===== src/core/csp_pkg.sv =====
// Constants, register map and carrier types for the clocked serial port
package csp_pkg;

   // ==========================================================
   // Bus geometry
   localparam int CSP_ADDR_W = 12;
   localparam int CSP_DATA_W = 32;
   localparam int CSP_NCH = 2;

   // ==========================================================
   // Register indices (byte address is four times the index)
   localparam logic [7:0] CSP_IDX_S3_CTRL = 8'hDC;
   localparam logic [7:0] CSP_IDX_S3_DATA = 8'hDD;
   localparam logic [7:0] CSP_IDX_S1_CTRL = 8'hE0;
   localparam logic [7:0] CSP_IDX_S1_DATA = 8'hE1;
   localparam logic [7:0] CSP_IDX_IRQ_STAT = 8'hE2;
   localparam logic [7:0] CSP_IDX_IRQ_MASK = 8'hE3;

   // ==========================================================
   // Control register field positions
   localparam int CSP_B_DONE = 0;
   localparam int CSP_B_GO = 1;
   localparam int CSP_B_CLK_LO = 2;
   localparam int CSP_B_CLK_HI = 3;
   localparam int CSP_B_MODE_LO = 4;
   localparam int CSP_B_S1_MODE_HI = 5;
   localparam int CSP_B_S1_POL = 6;
   localparam int CSP_B_S1_PINSEL = 7;
   localparam int CSP_B_S3_POL = 5;
   localparam logic [7:0] CSP_CTRL_RESET = 8'h01;
   localparam logic [7:0] CSP_DATA_RESET = 8'h00;

   // ==========================================================
   // Clock sources and modes
   localparam logic [1:0] CSP_CLK_DIV4 = 2'h0;
   localparam logic [1:0] CSP_CLK_DIV16 = 2'h1;
   localparam logic [1:0] CSP_CLK_TIMER = 2'h2;
   localparam logic [1:0] CSP_CLK_EXT = 2'h3;
   localparam logic [1:0] CSP_MODE_PORT = 2'h0;
   localparam logic [1:0] CSP_MODE_SEND = 2'h1;
   localparam logic [1:0] CSP_MODE_RECV = 2'h2;
   localparam logic [1:0] CSP_MODE_BOTH = 2'h3;

   // ==========================================================
   // Timing: serial clock periods in oscillator cycles, halved per edge
   localparam int CSP_DIV_A = 4;
   localparam int CSP_DIV_B = 16;
   localparam logic [3:0] CSP_HALF_A = 4'(CSP_DIV_A / 2 - 1);
   localparam logic [3:0] CSP_HALF_B = 4'(CSP_DIV_B / 2 - 1);
   localparam int CSP_EXT_MAX_KHZ = 1000;
   localparam logic [2:0] CSP_LAST_BIT = 3'h7;

   // ==========================================================
   // Carriers
   typedef struct packed {
      logic pinsel;
      logic serial1_edge_polarity;
      logic [1:0] mode;
      logic [1:0] clksel;
   } csp_cfg_s;

   typedef enum logic [2:0] {
      CSP_SEL_NONE,
      CSP_SEL_CTRL3,
      CSP_SEL_DATA3,
      CSP_SEL_CTRL1,
      CSP_SEL_DATA1,
      CSP_SEL_STAT,
      CSP_SEL_MASK
   } csp_sel_e;

endpackage : csp_pkg


===== src/core/csp_top.sv =====
// Two-channel clocked serial port with Avalon-MM register access
// Function
// - Start bit launches a transfer; hardware clears it after one serial clock cycle
// - Default polarity: drive on falling edge, sample on rising edge
// - Polarity one swaps edges: drive on rising, sample on falling
// - After eight pulses: counter to zero, clock parked high, interrupt raised
// - Exactly eight bits per transfer, least significant bit first both ways
// - Clock source: 00 osc/4, 01 osc/16, 10 timer overflow, 11 external pin
// - Status flag reads 0 during transfer and 1 once finished
// - Send-only mode bit 0 leaves pins as port, 1 hands them to serial
// - Full channel data pin is two-way; receive input pin chosen by select bit
// - Completion sets status flag and interrupt; received byte read from data register
// - Send-only control at 0DC, data at 0DD; control resets to 0000 0001
`timescale 1ns/100ps
module csp_top (
   input wire logic sys_clk,
   input wire logic reset_n,
   input wire logic [csp_pkg::CSP_ADDR_W-1:0] avs_address,
   input wire logic avs_read,
   input wire logic avs_write,
   input wire logic [3:0] avs_byteenable,
   input wire logic [csp_pkg::CSP_DATA_W-1:0] avs_writedata,
   output logic [csp_pkg::CSP_DATA_W-1:0] avs_readdata,
   output logic avs_waitrequest,
   output logic irq,
   input wire logic timer0_overflow_tick,
   input wire logic serial1_data_pin_in,
   output logic serial1_data_pin_out,
   output logic serial1_data_pin_oe,
   input wire logic serial1_data_in,
   input wire logic serial1_clock_in,
   output logic serial1_clock_out,
   output logic serial1_clock_oe,
   output logic serial3_data_out_pin,
   output logic serial3_data_out_oe,
   input wire logic serial3_clock_pin_in,
   output logic serial3_clock_pin_out,
   output logic serial3_clock_pin_oe
);
   import csp_pkg::*;

   // ==========================================================
   // Register decode helpers
   function automatic csp_sel_e decode_sel(input logic [CSP_ADDR_W-1:0] a);
      csp_sel_e s;
      s = CSP_SEL_NONE;
      if (a[1:0] == 2'h0 && a[CSP_ADDR_W-1:10] == '0) begin
         unique case (a[9:2])
            CSP_IDX_S3_CTRL: s = CSP_SEL_CTRL3;
            CSP_IDX_S3_DATA: s = CSP_SEL_DATA3;
            CSP_IDX_S1_CTRL: s = CSP_SEL_CTRL1;
            CSP_IDX_S1_DATA: s = CSP_SEL_DATA1;
            CSP_IDX_IRQ_STAT: s = CSP_SEL_STAT;
            CSP_IDX_IRQ_MASK: s = CSP_SEL_MASK;
            default: s = CSP_SEL_NONE;
         endcase
      end
      return s;
   endfunction : decode_sel

   // Full channel uses the wide layout, send-only the narrow one
   function automatic csp_cfg_s cfg_from_byte(input logic [7:0] b, input logic full);
      csp_cfg_s c;
      c.clksel = {b[CSP_B_CLK_HI], b[CSP_B_CLK_LO]};
      if (full) begin
         c.mode = {b[CSP_B_S1_MODE_HI], b[CSP_B_MODE_LO]};
         c.serial1_edge_polarity = b[CSP_B_S1_POL];
         c.pinsel = b[CSP_B_S1_PINSEL];
      end else begin
         c.mode = {1'b0, b[CSP_B_MODE_LO]};
         c.serial1_edge_polarity = b[CSP_B_S3_POL];
         c.pinsel = 1'b0;
      end
      return c;
   endfunction : cfg_from_byte

   function automatic logic [7:0] ctrl_to_byte(input csp_cfg_s c, input logic go,
                                               input logic done, input logic full);
      logic [7:0] b;
      b = 8'h00;
      b[CSP_B_DONE] = done;
      b[CSP_B_GO] = go;
      b[CSP_B_CLK_LO] = c.clksel[0];
      b[CSP_B_CLK_HI] = c.clksel[1];
      b[CSP_B_MODE_LO] = c.mode[0];
      if (full) begin
         b[CSP_B_S1_MODE_HI] = c.mode[1];
         b[CSP_B_S1_POL] = c.serial1_edge_polarity;
         b[CSP_B_S1_PINSEL] = c.pinsel;
      end else begin
         b[CSP_B_S3_POL] = c.serial1_edge_polarity;
      end
      return b;
   endfunction : ctrl_to_byte

   // ==========================================================
   // Avalon slave handshake: one wait cycle per access
   logic ack_q;
   logic req;
   logic wr_fire;
   logic rd_take;
   csp_sel_e sel;

   assign req = avs_read | avs_write;
   assign avs_waitrequest = req & ~ack_q;
   assign wr_fire = avs_write & ack_q & avs_byteenable[0];
   assign rd_take = avs_read & ~ack_q;
   assign sel = decode_sel(avs_address);

   always_ff @(posedge sys_clk or negedge reset_n) begin
      if (!reset_n) begin
         ack_q <= 1'b0;
      end else begin
         ack_q <= req & ~ack_q;
      end
   end

   // ==========================================================
   // Shared oscillator divider for the internal shift clocks
   logic [3:0] div_q;
   logic half_a;
   logic half_b;

   assign half_a = (div_q & CSP_HALF_A) == CSP_HALF_A;
   assign half_b = (div_q & CSP_HALF_B) == CSP_HALF_B;

   always_ff @(posedge sys_clk or negedge reset_n) begin
      if (!reset_n) begin
         div_q <= 4'h0;
      end else begin
         div_q <= div_q + 4'h1;
      end
   end

   // ==========================================================
   // Channel engines: index 0 is the full channel, 1 the send-only one
   csp_cfg_s cfg_q [CSP_NCH];
   logic go_q [CSP_NCH];
   logic done_q [CSP_NCH];
   logic busy_q [CSP_NCH];
   logic sck_q [CSP_NCH];
   logic dout_q [CSP_NCH];
   logic ext_q [CSP_NCH];
   logic [2:0] cnt_q [CSP_NCH];
   logic [7:0] sreg_q [CSP_NCH];
   logic [CSP_NCH-1:0] done_evt;
   logic [CSP_NCH-1:0] active;
   logic [CSP_NCH-1:0] sin;
   logic [CSP_NCH-1:0] ext_in;
   csp_sel_e sel_ctrl [CSP_NCH];
   csp_sel_e sel_data [CSP_NCH];

   assign sel_ctrl[0] = CSP_SEL_CTRL1;
   assign sel_data[0] = CSP_SEL_DATA1;
   assign sel_ctrl[1] = CSP_SEL_CTRL3;
   assign sel_data[1] = CSP_SEL_DATA3;
   assign sin[0] = cfg_q[0].pinsel ? serial1_data_in : serial1_data_pin_in;
   // Send-only channel has no input; zeros fill the register behind the data
   assign sin[1] = 1'b0;
   assign ext_in[0] = serial1_clock_in;
   assign ext_in[1] = serial3_clock_pin_in;

   for (genvar g = 0; g < CSP_NCH; g++) begin : g_ch
      logic full;
      logic half;
      logic internal;
      logic fall_e;
      logic rise_e;
      logic drive_e;
      logic samp_e;
      logic start;

      assign full = (g == 0);
      // mode field gates the serial function
      assign active[g] = cfg_q[g].mode != CSP_MODE_PORT;
      always_comb begin
         unique case (cfg_q[g].clksel)
            CSP_CLK_DIV4: half = half_a;
            CSP_CLK_DIV16: half = half_b;
            CSP_CLK_TIMER: half = timer0_overflow_tick;
            CSP_CLK_EXT: half = 1'b0;
         endcase
      end
      assign internal = cfg_q[g].clksel != CSP_CLK_EXT;
      assign fall_e = internal ? (half & sck_q[g]) : (ext_q[g] & ~ext_in[g]);
      assign rise_e = internal ? (half & ~sck_q[g]) : (~ext_q[g] & ext_in[g]);
      // polarity picks drive and sample edges
      assign drive_e = cfg_q[g].serial1_edge_polarity ? rise_e : fall_e;
      assign samp_e = cfg_q[g].serial1_edge_polarity ? fall_e : rise_e;
      // start only honoured in a serial mode and when idle
      assign start = wr_fire && sel == sel_ctrl[g] && avs_writedata[CSP_B_GO]
                     && cfg_from_byte(avs_writedata[7:0], full).mode != CSP_MODE_PORT
                     && !busy_q[g];

      // Configuration fields, held steady while a transfer runs
      always_ff @(posedge sys_clk or negedge reset_n) begin
         if (!reset_n) begin
            cfg_q[g] <= cfg_from_byte(CSP_CTRL_RESET, g == 0);
         end else if (wr_fire && sel == sel_ctrl[g] && !busy_q[g]) begin
            cfg_q[g] <= cfg_from_byte(avs_writedata[7:0], full);
         end
      end

      always_ff @(posedge sys_clk or negedge reset_n) begin
         if (!reset_n) begin
            // Matches the idle-high pin so no false edge follows reset
            ext_q[g] <= 1'b1;
         end else begin
            ext_q[g] <= ext_in[g];
         end
      end

      // Shift engine
      always_ff @(posedge sys_clk or negedge reset_n) begin
         if (!reset_n) begin
            go_q[g] <= 1'b0;
            done_q[g] <= CSP_CTRL_RESET[CSP_B_DONE];
            busy_q[g] <= 1'b0;
            sck_q[g] <= 1'b1;
            dout_q[g] <= 1'b1;
            cnt_q[g] <= 3'h0;
            sreg_q[g] <= CSP_DATA_RESET;
            done_evt[g] <= 1'b0;
         end else begin
            done_evt[g] <= 1'b0;
            if (start) begin
               go_q[g] <= 1'b1;
               done_q[g] <= 1'b0;
               busy_q[g] <= 1'b1;
               sck_q[g] <= 1'b1;
               cnt_q[g] <= 3'h0;
               dout_q[g] <= sreg_q[g][0];
            end else if (busy_q[g]) begin
               if (internal && half) begin
                  sck_q[g] <= ~sck_q[g];
               end
               if (drive_e) begin
                  dout_q[g] <= sreg_q[g][0];
               end
               if (samp_e) begin
                  // incoming bits enter at the top
                  sreg_q[g] <= {sin[g], sreg_q[g][7:1]};
                  cnt_q[g] <= cnt_q[g] + 3'h1;
               end
               // start bit drops after first full serial clock cycle
               if (rise_e) begin
                  go_q[g] <= 1'b0;
               end
               // eighth pulse ends on its rising edge, so polarity one still shows it
               if (rise_e && (cfg_q[g].serial1_edge_polarity ? (cnt_q[g] == 3'h0 && !go_q[g])
                                           : cnt_q[g] == CSP_LAST_BIT)) begin
                  // stop, park clock high, counter wraps to zero
                  busy_q[g] <= 1'b0;
                  sck_q[g] <= 1'b1;
                  done_q[g] <= 1'b1;
                  done_evt[g] <= 1'b1;
               end
            end else if (wr_fire && sel == sel_data[g]) begin
               // Data writes during a transfer would corrupt the shift, so they are dropped
               sreg_q[g] <= avs_writedata[7:0];
            end
         end
      end
   end

   // ==========================================================
   // Pin steering
   always_comb begin
      serial1_data_pin_out = dout_q[0];
      // two-way data pin released in receive mode
      serial1_data_pin_oe = active[0] && cfg_q[0].mode != CSP_MODE_RECV;
      serial1_clock_out = sck_q[0];
      serial1_clock_oe = active[0] && cfg_q[0].clksel != CSP_CLK_EXT;
      // send-only pins driven only in sending mode
      serial3_data_out_pin = dout_q[1];
      serial3_data_out_oe = active[1];
      serial3_clock_pin_out = sck_q[1];
      serial3_clock_pin_oe = active[1] && cfg_q[1].clksel != CSP_CLK_EXT;
   end

   // ==========================================================
   // Interrupt status (write one to clear) and mask
   logic [CSP_NCH-1:0] stat_q;
   logic [CSP_NCH-1:0] mask_q;
   logic [CSP_NCH-1:0] stat_clr;

   assign stat_clr = (wr_fire && sel == CSP_SEL_STAT) ? avs_writedata[CSP_NCH-1:0] : '0;

   always_ff @(posedge sys_clk or negedge reset_n) begin
      if (!reset_n) begin
         stat_q <= '0;
      end else begin
         // new completion wins over a simultaneous clear
         stat_q <= (stat_q & ~stat_clr) | done_evt;
      end
   end

   always_ff @(posedge sys_clk or negedge reset_n) begin
      if (!reset_n) begin
         mask_q <= '0;
      end else if (wr_fire && sel == CSP_SEL_MASK) begin
         mask_q <= avs_writedata[CSP_NCH-1:0];
      end
   end

   always_ff @(posedge sys_clk or negedge reset_n) begin
      if (!reset_n) begin
         irq <= 1'b0;
      end else begin
         irq <= |(stat_q & mask_q);
      end
   end

   // ==========================================================
   // Read data, captured in the wait cycle; unmapped reads return zero
   always_ff @(posedge sys_clk or negedge reset_n) begin
      if (!reset_n) begin
         avs_readdata <= '0;
      end else if (rd_take) begin
         avs_readdata <= '0;
         unique case (sel)
            // status and start bits read back live
            CSP_SEL_CTRL3: avs_readdata[7:0] <= ctrl_to_byte(cfg_q[1], go_q[1], done_q[1], 1'b0);
            // send-only data register reads the shift register, zero-filled by a transfer
            CSP_SEL_DATA3: avs_readdata[7:0] <= sreg_q[1];
            CSP_SEL_CTRL1: avs_readdata[7:0] <= ctrl_to_byte(cfg_q[0], go_q[0], done_q[0], 1'b1);
            CSP_SEL_DATA1: avs_readdata[7:0] <= sreg_q[0];
            CSP_SEL_STAT: avs_readdata[CSP_NCH-1:0] <= stat_q;
            CSP_SEL_MASK: avs_readdata[CSP_NCH-1:0] <= mask_q;
            CSP_SEL_NONE: avs_readdata <= '0;
         endcase
      end
   end

endmodule : csp_top


===== config.mk =====
export PLATFORM = sky130hd
export DESIGN_NAME = csp_top
export DESIGN_NICKNAME = d
export VERILOG_FILES = /design/src/core/csp_pkg.sv /design/src/core/csp_top.sv
export SDC_FILE = /design/constraint.sdc
export NUM_CORES = 1
export LEC_CHECK = 0
export ABC_AREA = 1
export BUFFER_PORTS_ARGS = -buffer_cell sky130_fd_sc_hd__buf_2
export CELL_PAD_IN_SITES_DETAIL_PLACEMENT = 2
export CELL_PAD_IN_SITES_GLOBAL_PLACEMENT = 2
export CORE_MARGIN = 4
export CORE_UTILIZATION = 29
export CTS_CLUSTER_SIZE = 28
export DETAILED_ROUTE_END_ITERATION = 10
export GPL_TIMING_DRIVEN = 0
export HOLD_SLACK_MARGIN = 0.12
export PLACE_DENSITY = 0.9
export SLEW_MARGIN = 5
export SYNTH_ARGS = -nofsm -noshare
export SYNTH_HDL_FRONTEND = slang
export SYNTH_SLANG_ARGS = --single-unit

===== constraint.sdc =====
create_clock -name sys_clk -period 2.05 [get_ports sys_clk]
set_input_delay 0.205 -clock sys_clk [delete_from_list [all_inputs] [get_ports sys_clk]]
set_output_delay 0.205 -clock sys_clk [all_outputs]
set_load 0.02 [all_outputs]

# Word-level counts from Yosys, hierarchy flattened
# Index checks and enable logic that the tools add are counted.
# W data, S select, Z words.
word_totals:
  input_bits: 57
  out_inout_bits: 42
  reg_bits: 64
  wordCells: 218
op_classes:
  n_eq_ne: 26
  n_bitwise: 26
  muxes: 68
  n_addsub: 3
  reduce_logical: 64
ops:
  columns: ["op", "n"]
  rows:
  - ["$mux W1", 49]
  - ["$eq A8 B8 Y1 const B", 6]
  - ["$mux W8", 6]
  - ["$reduce_bool A2 Y1", 14]
  - ["$logic_and A1 B1 Y1", 24]
  - ["$pmux W6 S4", 1]
  - ["$mux W3", 7]
  - ["$reduce_and A2 Y1", 10]
  - ["$eq A3 B3 Y1 const B", 6]
  - ["$pmux W3 S6", 1]
  - ["$pmux W2 S7", 1]
  - ["$and A1 B1 Y1", 12]
  - ["$logic_not A3 Y1", 3]
  - ["$not A1 Y1", 9]
  - ["$eq A2 B2 Y1 const B", 4]
  - ["$logic_not A2 Y1", 4]
  - ["$pmux W1 S4", 2]
  - ["$add A3 B1 Y3 const B", 2]
  - ["$eq A3 B2 Y1 const B", 2]
  - ["$ne A2 B2 Y1 const B", 3]
  - ["$reduce_and A3 Y1", 2]
  - ["$reduce_bool A3 Y1", 2]
  - ["$add A4 B1 Y4 const B", 1]
  - ["$and A2 B2 Y2", 2]
  - ["9 further kinds", 14]

# Depth between registers and ports, before layout
# Gate-level depths: netlist (run 1).
depth:
  ltp_word: 10
  depth_mapped: 14
  depth_no_buf: 14

# Worst setup path after synthesis (run 1)
# Ideal clock, no wire load.
synth_timing:
  kind: "reg2reg"
  startpoint: "register div_q[0]"
  endpoint: "register cnt_q[2] (netlist name)"
  period_less_slack_ns: 1.769
  required_ns: 1.937
  stages_incl_launch_ff: 15
  slack_ns: 0.281
  arrival_ns: 1.656
  path_buffers: 1
  setup_time_ns: 0.113
  cell_sequence: "dfrtp_1 ha_1 ha_1 nand3_1 o21ai_1 inv_1 o21ai_0 nand2_1 nand2_1 nand2_2 buf_2 nand2_1 nand2_1 nand2_1 inv_1"
synth_between:
  elab_chain_len: 7
  word_cells_on_any_way: 9
  classes_between: "eq/ne (1); mux (4); bitwise (2); reduce/logical (2)"
synth_rtl:
  columns: ["element", "line", "rtl"]
  rows:
  - ["start: declaration", "csp_top.sv:120", "logic [3:0] div_q;"]
  - ["start signal: assignment", "csp_top.sv:131", "div_q <= div_q + 4'h1;"]
  - ["$eq A3 B3 Y1", "csp_top.sv:125", "assign half_b = (div_q & CSP_HALF_B) == CSP_HALF_B;"]
  - ["$pmux W1 S4 (*)", "csp_top.sv:177", "unique case (cfg_q[g].clksel)"]
  - ["$and A1 B1 Y1, on equally long branches", "csp_top.sv:186, csp_top.sv:185", null]
  - ["$mux W1, on equally long branches", "csp_top.sv:186, csp_top.sv:185", null]
  - ["$mux W1 (*)", "csp_top.sv:189", "assign samp_e = cfg_q[g].serial1_edge_polarity ? fall_e : rise_e;"]
  - ["$reduce_bool A2 Y1 (no source line) (*)", null, null]
  - ["$reduce_and A2 Y1 (no source line) (*)", null, null]
  - ["end signal: indexed assignment", "csp_top.sv:243", "cnt_q[g] <= cnt_q[g] + 3'h1;"]
  - ["end: declaration", "csp_top.sv:144", "logic [2:0] cnt_q [CSP_NCH];"]
# Every way passes the cells marked *; elsewhere a longest branch is shown, timed or not.
# A chain may end at the register's enable or synchronous reset.

# Worst setup path in the final report (run 1)
layout_timing:
  startpoint: "register div_q[0]"
  endpoint: "register cnt_q[1] (netlist name)"
# The elaborated chain is that of the path after synthesis.

==> results of run 1 <==
## report_power, final
group | internal, W | switching (W)
logic | 0.000261 | 0.000503
clock network | 0.00113 | 0.000563
registers | 0.00139 | 0.000106
## kinds of logic after synthesis
| family | count (synthesis) | share of synthesized area, % |
|---|---|---|
| AOI/OAI and AO/OA | 57 | 8.41 |
| adders and majority gates | 8 | 2.67 |
| buffers and inverters | 96 | 12.1 |
| DFF | 63 | 42.3 |
| other | 1 | 0.100 |
| and+or+nand+nor | 270 | 34.4 |
## tightest hold or removal path: cells and delay by family
kind | cells | cell delay [ns]
simple gates | 2 | 0.15
buf+inv | 1 | 0.09
## layout make-up
cell class	instances	share of cell area (%)
Buffer	32	4.72
Clock buffer	13	5.36
Clock inverter	3	1.34
Inverter	64	4.95
Multi-Input combinational cell	359	38.8
Sequential cell	63	32.7
Tap cell	172	4.43
Timing Repair Buffer	61	7.73
## metrics by stage
stage / total power [W] / utilization [%] / TNS (ns)
after floorplan: 0.00197 / - / 0
after global placement: 0.00215 / 34.0 / -1.76
after detailed placement: 0.00222 / 34.0 / -3.78
after CTS: 0.00394 / 37.3 / 0
after global routing: 0.00415 / 38.5 / -0.00815
final: 0.00395 / 38.5 / 0
## registers in the layout (all words and copies together), names as in the netlist
name                   count
ext_q                      2
serial1_data_pin_out       1
serial3_clock_pin_out      1
stat_q                     2
serial1_clock_out          1
serial3_data_out_pin       1
busy_q                     2
div_q                      3
cnt_q                      6
ack_q                      1
done_q                     2
avs_readdata               8
go_q                       2
mask_q                     2
cfg_q                     10
done_evt                   2
irq                        1
sreg_q                    16
## layer usage
metal / vias up / part of all wire, %
met5: - / 0
met4: 0 / 1.6
met3: 14 / 3.4
met2: 57 / 54
met1: 1827 / 41
li1: 1709 / -
## what timing repair did
item                                    4_1_cts  5_1_grt
gates cloned                                  0        1
gates resized for setup                      11       20
endpoints found under the setup margin       24       21
hold endpoints to repair                     60        0
setup buffers                                 1        6
hold buffers                                  6        0
pin swaps                                     0        7
## synth_stat cells, drive strengths merged
cell type and n:
o21ai 42, conb 1, o211ai 3, nand3 47, o22ai 1, o21a 1
dfrtp 55, ha 8, dfstp 8, a21boi 1, nor3 2, clkbuf 6
o31ai 3, a22o 1, buf 26, a21oi 3, nand4 8, and3 1
or2 1, nor2 36, o21bai 1, clkinv 1, nand2 175, a22oi 1
inv 63
## how the worst max path moves through the flow
stage,to,slack [ns],start,depth (start not counted)
floorplan,cnt_q[2]$_DFFE_PN0P_,0.28,div_q[0]$_DFF_PN0_,14
global placement,cnt_q[1]$_DFFE_PN0P_,-0.13,div_q[0]$_DFF_PN0_,14
detailed placement,cnt_q[1]$_DFFE_PN0P_,-0.23,div_q[0]$_DFF_PN0_,14
CTS,cnt_q[1]$_DFFE_PN0P_,0.002,div_q[0]$_DFF_PN0_,14
global route,sreg_q[11]$_DFFE_PN0P_,-0.004,div_q[0]$_DFF_PN0_,12
finish,cnt_q[1]$_DFFE_PN0P_,0.14,div_q[0]$_DFF_PN0_,14
==> flow_summary.json, run 1 <==
{
  "antenna_left": 0,
  "synth_cells": 495,
  "drtPass1Iterations": 4,
  "grt_max_degree": 64,
  "syn2layout_area_growth_pct": 29.5,
  "cp_cell_sequence": "ha_1 > ha_2 > nand3_2 > o21ai_4 > nand2_2 > o31ai_4 > nand2_1 > nand2_2 > buf_4 > buf_4 > nand3_1 > nand2_1 > nand2_1 > inv_1",
  "ys_seq_area_share_pct": 42.3,
  "clk_pin_slew_ns": 0.06,
  "cp-start-kind": "flop",
  "wl_per_cell_um": 16.8,
  "clockBufferDepth": 2,
  "critical_path.reg2reg.endpoint": "cnt_q[1]$_DFFE_PN0P_",
  "dp_hpwl_mm": 9.39,
  "grt.overflow.total": 0,
  "port_buffers": 47,
  "whs_ns": 0.165,
  "relSlewSlack_pct": 44.0,
  "place_inst": 737,
  "status": "complete, no violations",
  "min_path_type": "in -> reg",
  "max_freq_mhz": 523,
  "synth_cell_types": 38,
  "layout_common_cells": "nand2_1 (160), inv_1 (57), dfrtp_1 (55)",
  "reg2reg_from": "div_q[0]$_DFF_PN0_",
  "min_from": "avs_write",
  "path_delay_family": "simple AND/OR/NAND/NOR gates",
  "cp_slowest_cell": "dfrtp_1",
  "via_count": 3607,
  "cts_made_buffers": 9,
  "diodes": 0,
  "crit_path_max_incr_delay_ns": 0.39,
  "die_y_um": 122,
  "avgSynthCellArea_um2": 7.57,
  "gr-usage-met3_pct": 3.62,
  "clockRootBuffer": "clkbuf_16",
  "wl_mm": 12.9,
  "crit_arrival_ns": 2.14,
  "nNetsFinal": 655,
  "grtUsageMet1_pct": 20.3,
  "cts.sinks": 63,
  "fillers": 1488,
  "clk_latency_ns": 0.34,
  "finalSetupViolCount": 0,
  "antenna_found_initial": 0,
  "synthTopCellsByArea": "dfrtp_1 (37%), nand2_1 (17%), inv_1 (5.9%)",
  "maxCapViolCount": 0,
  "vias_per_cell": 4.70,
  "final.min_clock_period_ns": 1.91,
  "required_ns": 2.28,
  "seq_area_um2": 1590,
  "regToRegSetupSlack_ns": 0.14,
  "clock_skew_ns": 0.00541,
  "netlist_area_um2": 3750,
  "h-tree-depth": 3,
  "finalCritPeriodShare_pct": 93.4,
  "fp-row-count": 41,
  "cp_common_cell": "nand2_1",
  "cts_tree": "yes",
  "pre_cts_slack_ns": -0.229,
  "grt_first_pass_wirelength_mm": 20.5,
  "place_congestion": 0.822,
  "worst_slew_pin_slew_ns": 0.840,
  "hold_viol_final": 0,
  "maxSlewViolCount": 0,
  "grt_pass1_vias": 4048,
  "die_width_um": 122,
  "mostFrequentLayoutCell": "nand2_1",
  "detail_route.iter0.violations": 134,
  "power-per-cell-area_nw_per_um2": 814,
  "leakagePower_nw": 2.63,
  "vdd_drop_max_mv": 0.404,
  "num_io_pins": 99,
  "multi_input_area_um2": 1880,
  "synth_top_area_share_pct": 36.7,
  "track_usage_pct": 17.6,
  "ys_ff_latch": 63,
  "stdcell_area_um2": 4860,
  "layout-drive-gt1-share_pct": 25.4,
  "yosys_warnings": 0,
  "hold_end": "ack_q$_DFF_PN0_",
  "hold-path-cell-count": 3,
  "grt_busiest_layer": "met2",
  "ff2ff_path_depth": 14,
  "crit_fanout": 4,
  "timing_worst_setup_path_type": "reg -> reg",
  "start_util_pct": 29.7,
  "drc": 0,
  "placed_area_um2": 4290,
  "core-area_um2": 12600,
  "dieArea_um2": 14800,
  "synth_top_area_cell": "dfrtp_1",
  "met2_usage_pct": 33.0,
  "worst-path-buf-inv": 3,
  "end_kind": "flop",
  "worst_slack_ns": 0.136,
  "instances_no_fill": 767
}
No activity file was read; power rests on OpenSTA's default activity.
==> run 2, diff against run 1 <==
--- a/config.mk
+++ b/config.mk
@@ -10,12 +10,12 @@
 export CELL_PAD_IN_SITES_DETAIL_PLACEMENT = 2
 export CELL_PAD_IN_SITES_GLOBAL_PLACEMENT = 2
 export CORE_MARGIN = 4
-export CORE_UTILIZATION = 29
+export CORE_UTILIZATION = 27
 export CTS_CLUSTER_SIZE = 28
 export DETAILED_ROUTE_END_ITERATION = 10
 export GPL_TIMING_DRIVEN = 0
 export HOLD_SLACK_MARGIN = 0.12
-export PLACE_DENSITY = 0.9
+export PLACE_DENSITY_LB_ADDON = 0.1
 export SLEW_MARGIN = 5
 export SYNTH_ARGS = -nofsm -noshare
 export SYNTH_HDL_FRONTEND = slang
==> constraint.sdc (replaced) <==
create_clock -name sys_clk -period 1.72 [get_ports sys_clk]
set_input_delay 0.172 -clock sys_clk [delete_from_list [all_inputs] [get_ports sys_clk]]
set_output_delay 0.172 -clock sys_clk [all_outputs]
set_load 0.02 [all_outputs]
==> run 2 against run 1 <==
The flow now finishes with violations (negative setup slack). Clock skew about the same. Combinational power increased by 27%. Setup slack got worse by 0.27 ns. Highest routed layer unchanged.
==> flow_summary.json, run 2 (synthesis results as in run 1) <==
{
  "status": "finished with violations",
  "violations": "negative setup slack",
  "crit_path_max_incr_delay_ns": 0.38,
  "grt_max_degree": 44,
  "finalSetupViolCount": 25,
  "timing_worst_setup_path_type": "reg -> reg",
  "reg2reg_from": "div_q[0]$_DFF_PN0_",
  "layout-drive-gt1-share_pct": 31.4,
  "vdd_drop_max_mv": 0.451,
  "cp-start-kind": "flop",
  "cts.sinks": 63,
  "clockBufferDepth": 2,
  "final.min_clock_period_ns": 1.85,
  "crit_fanout": 6,
  "drtPass1Iterations": 4,
  "worst-path-buf-inv": 2,
  "nNetsFinal": 666,
  "mostFrequentLayoutCell": "nand2_1",
  "leakagePower_nw": 2.70,
  "cp_slowest_cell": "dfrtp_1",
  "hold_end": "ack_q$_DFF_PN0_",
  "cts_made_buffers": 9,
  "antenna_found_initial": 0,
  "grt_first_pass_wirelength_mm": 20.5,
  "fp-row-count": 42,
  "clk_latency_ns": 0.34,
  "antenna_left": 0,
  "hold-path-cell-count": 3,
  "crit_cells": 12,
  "drc": 0,
  "dieArea_um2": 15800,
  "place_congestion": 0.802,
  "clock_skew_ns": 0.00531,
  "core-area_um2": 13400,
  "track_usage_pct": 16.3,
  "clockRootBuffer": "clkbuf_16",
  "vias_per_cell": 4.60,
  "regToRegSetupSlack_ns": -0.13,
  "port_buffers": 47,
  "grt_setup_unrepaired": "yes",
  "ff2ff_path_depth": 12,
  "power-per-cell-area_nw_per_um2": 907,
  "maxSlewViolCount": 0,
  "worst_slew_pin_slew_ns": 0.592,
  "die_y_um": 126,
  "start_util_pct": 28.0,
  "largest_reg_flops": 16,
  "dp_hpwl_mm": 9.38,
  "detail_route.iter0.violations": 120,
  "wl_mm": 12.6,
  "syn2layout_area_growth_pct": 36.4,
  "path_delay_family": "simple AND/OR/NAND/NOR gates",
  "final_util_pct": 38.2,
  "maxCapViolCount": 0,
  "grt.overflow.total": 0,
  "h-tree-depth": 3,
  "diodes": 0,
  "die_width_um": 126,
  "critical_path.reg2reg.endpoint": "sreg_q[11]$_DFFE_PN0P_",
  "end_kind": "flop",
  "cp_cell_sequence": "ha_4 > ha_4 > nand3_4 > o21ai_4 > inv_2 > o21ai_2 > nand2_1 > nand2_2 > nand2_4 > buf_8 > nand3_1 > nand2_1",
  "layout_common_cells": "nand2_1 (154), inv_1 (56), dfrtp_1 (54)",
  "via_count": 3596,
  "cts_tree": "yes",
  "crit_arrival_ns": 2.07,
  "top_register": "sreg_q",
  "worst_slack_ns": -0.129,
  "fillers": 1572,
  "max_freq_mhz": 541,
  "required_ns": 1.94,
  "min_from": "avs_write",
  "hold_viol_final": 0,
  "wl_per_cell_um": 16.1,
  "num_io_pins": 99,
  "finalCritPeriodShare_pct": 108,
  "relSlewSlack_pct": 60.5,
  "reg_top3": "sreg_q (16), cfg_q (10), avs_readdata (8)",
  "clk_pin_slew_ns": 0.05,
  "stdcell_area_um2": 5110,
  "grt_pass1_vias": 3873,
  "min_path_type": "in -> reg",
  "placed_area_um2": 4330
}
[run 2: changes by cell type in the layout (fill, tap and decap cells not counted), sizes merged]
cell / change
clkinvlp: +1
bufinv: -1
buf: +9
dlygate4sd3: +2
[run 2: report_power, final]
| part | internal (W) | switching [W] |
|---|---|---|
| Clock | 0.00123 | 0.000655 |
| Sequential | 0.00166 | 0.000122 |
| Combinational | 0.000351 | 0.000615 |
[run 2: through the flow]
step | power [W] | hold slack (ns) | TNS [ns] | instances | setup WS (ns)
2_1_floorplan | 0.00235 | -0.124 | 0 | 518 | 0.00175
3_3_place_gp | 0.00260 | 0.288 | -9.96 | 741 | -0.424
3_5_place_dp | 0.00265 | 0.0921 | -12.55 | 742 | -0.475
4_1_cts | 0.00463 | 0.133 | -1.91 | 774 | -0.108
5_1_grt | 0.00492 | 0.143 | -5.69 | 782 | -0.261
6_report | 0.00464 | 0.143 | -2.02 | 782 | -0.129
[run 2: per-layer routing]
layer	track usage, %	vias to the layer above	wire [um]
li1	-	1733	-
met1	21.0	1795	5580
met2	27.6	61	6440
met3	4.02	7	482
met4	3.79	0	114
met5	0	-	0
[run 2: final cells by class]
class | count | area, um2 | area share, %
clock buffers | 13 | 270 | 5.28
multi-input cells | 359 | 2040 | 39.8
well taps | 176 | 220 | 4.31
clock inverters | 3 | 40.0 | 0.783
inverters | 64 | 244 | 4.77
flip-flops and latches | 63 | 1590 | 31.0
plain buffers | 32 | 230 | 4.50
repair buffers | 72 | 487 | 9.52
[run 2: timing repair]
action	4_1_cts	5_1_grt
gates resized for setup	30	36
hold endpoints to repair	65	0
setup endpoints to repair	32	37
cloned	1	1
setup buffers	7	8
hold buffers	8	0
pin swaps	6	29
[run 2: tightest hold or removal path, cell delays in order]
cell    delay, ns
buf_2        0.09
nor2_1       0.04
nor2_1       0.12
[run 2: how the worst max path moves through the flow]
stage | start | to | slack, ns
after detailed placement | div_q[0]$_DFF_PN0_ | cnt_q[5]$_DFFE_PN0P_ | -0.47
after global placement | div_q[0]$_DFF_PN0_ | cnt_q[2]$_DFFE_PN0P_ | -0.42
after global routing | div_q[0]$_DFF_PN0_ | sreg_q[10]$_DFFE_PN0P_ | -0.26
final | div_q[0]$_DFF_PN0_ | sreg_q[11]$_DFFE_PN0P_ | -0.13
after floorplan | div_q[0]$_DFF_PN0_ | cnt_q[2]$_DFFE_PN0P_ | 0.002
after CTS | div_q[0]$_DFF_PN0_ | cnt_q[2]$_DFFE_PN0P_ | -0.11
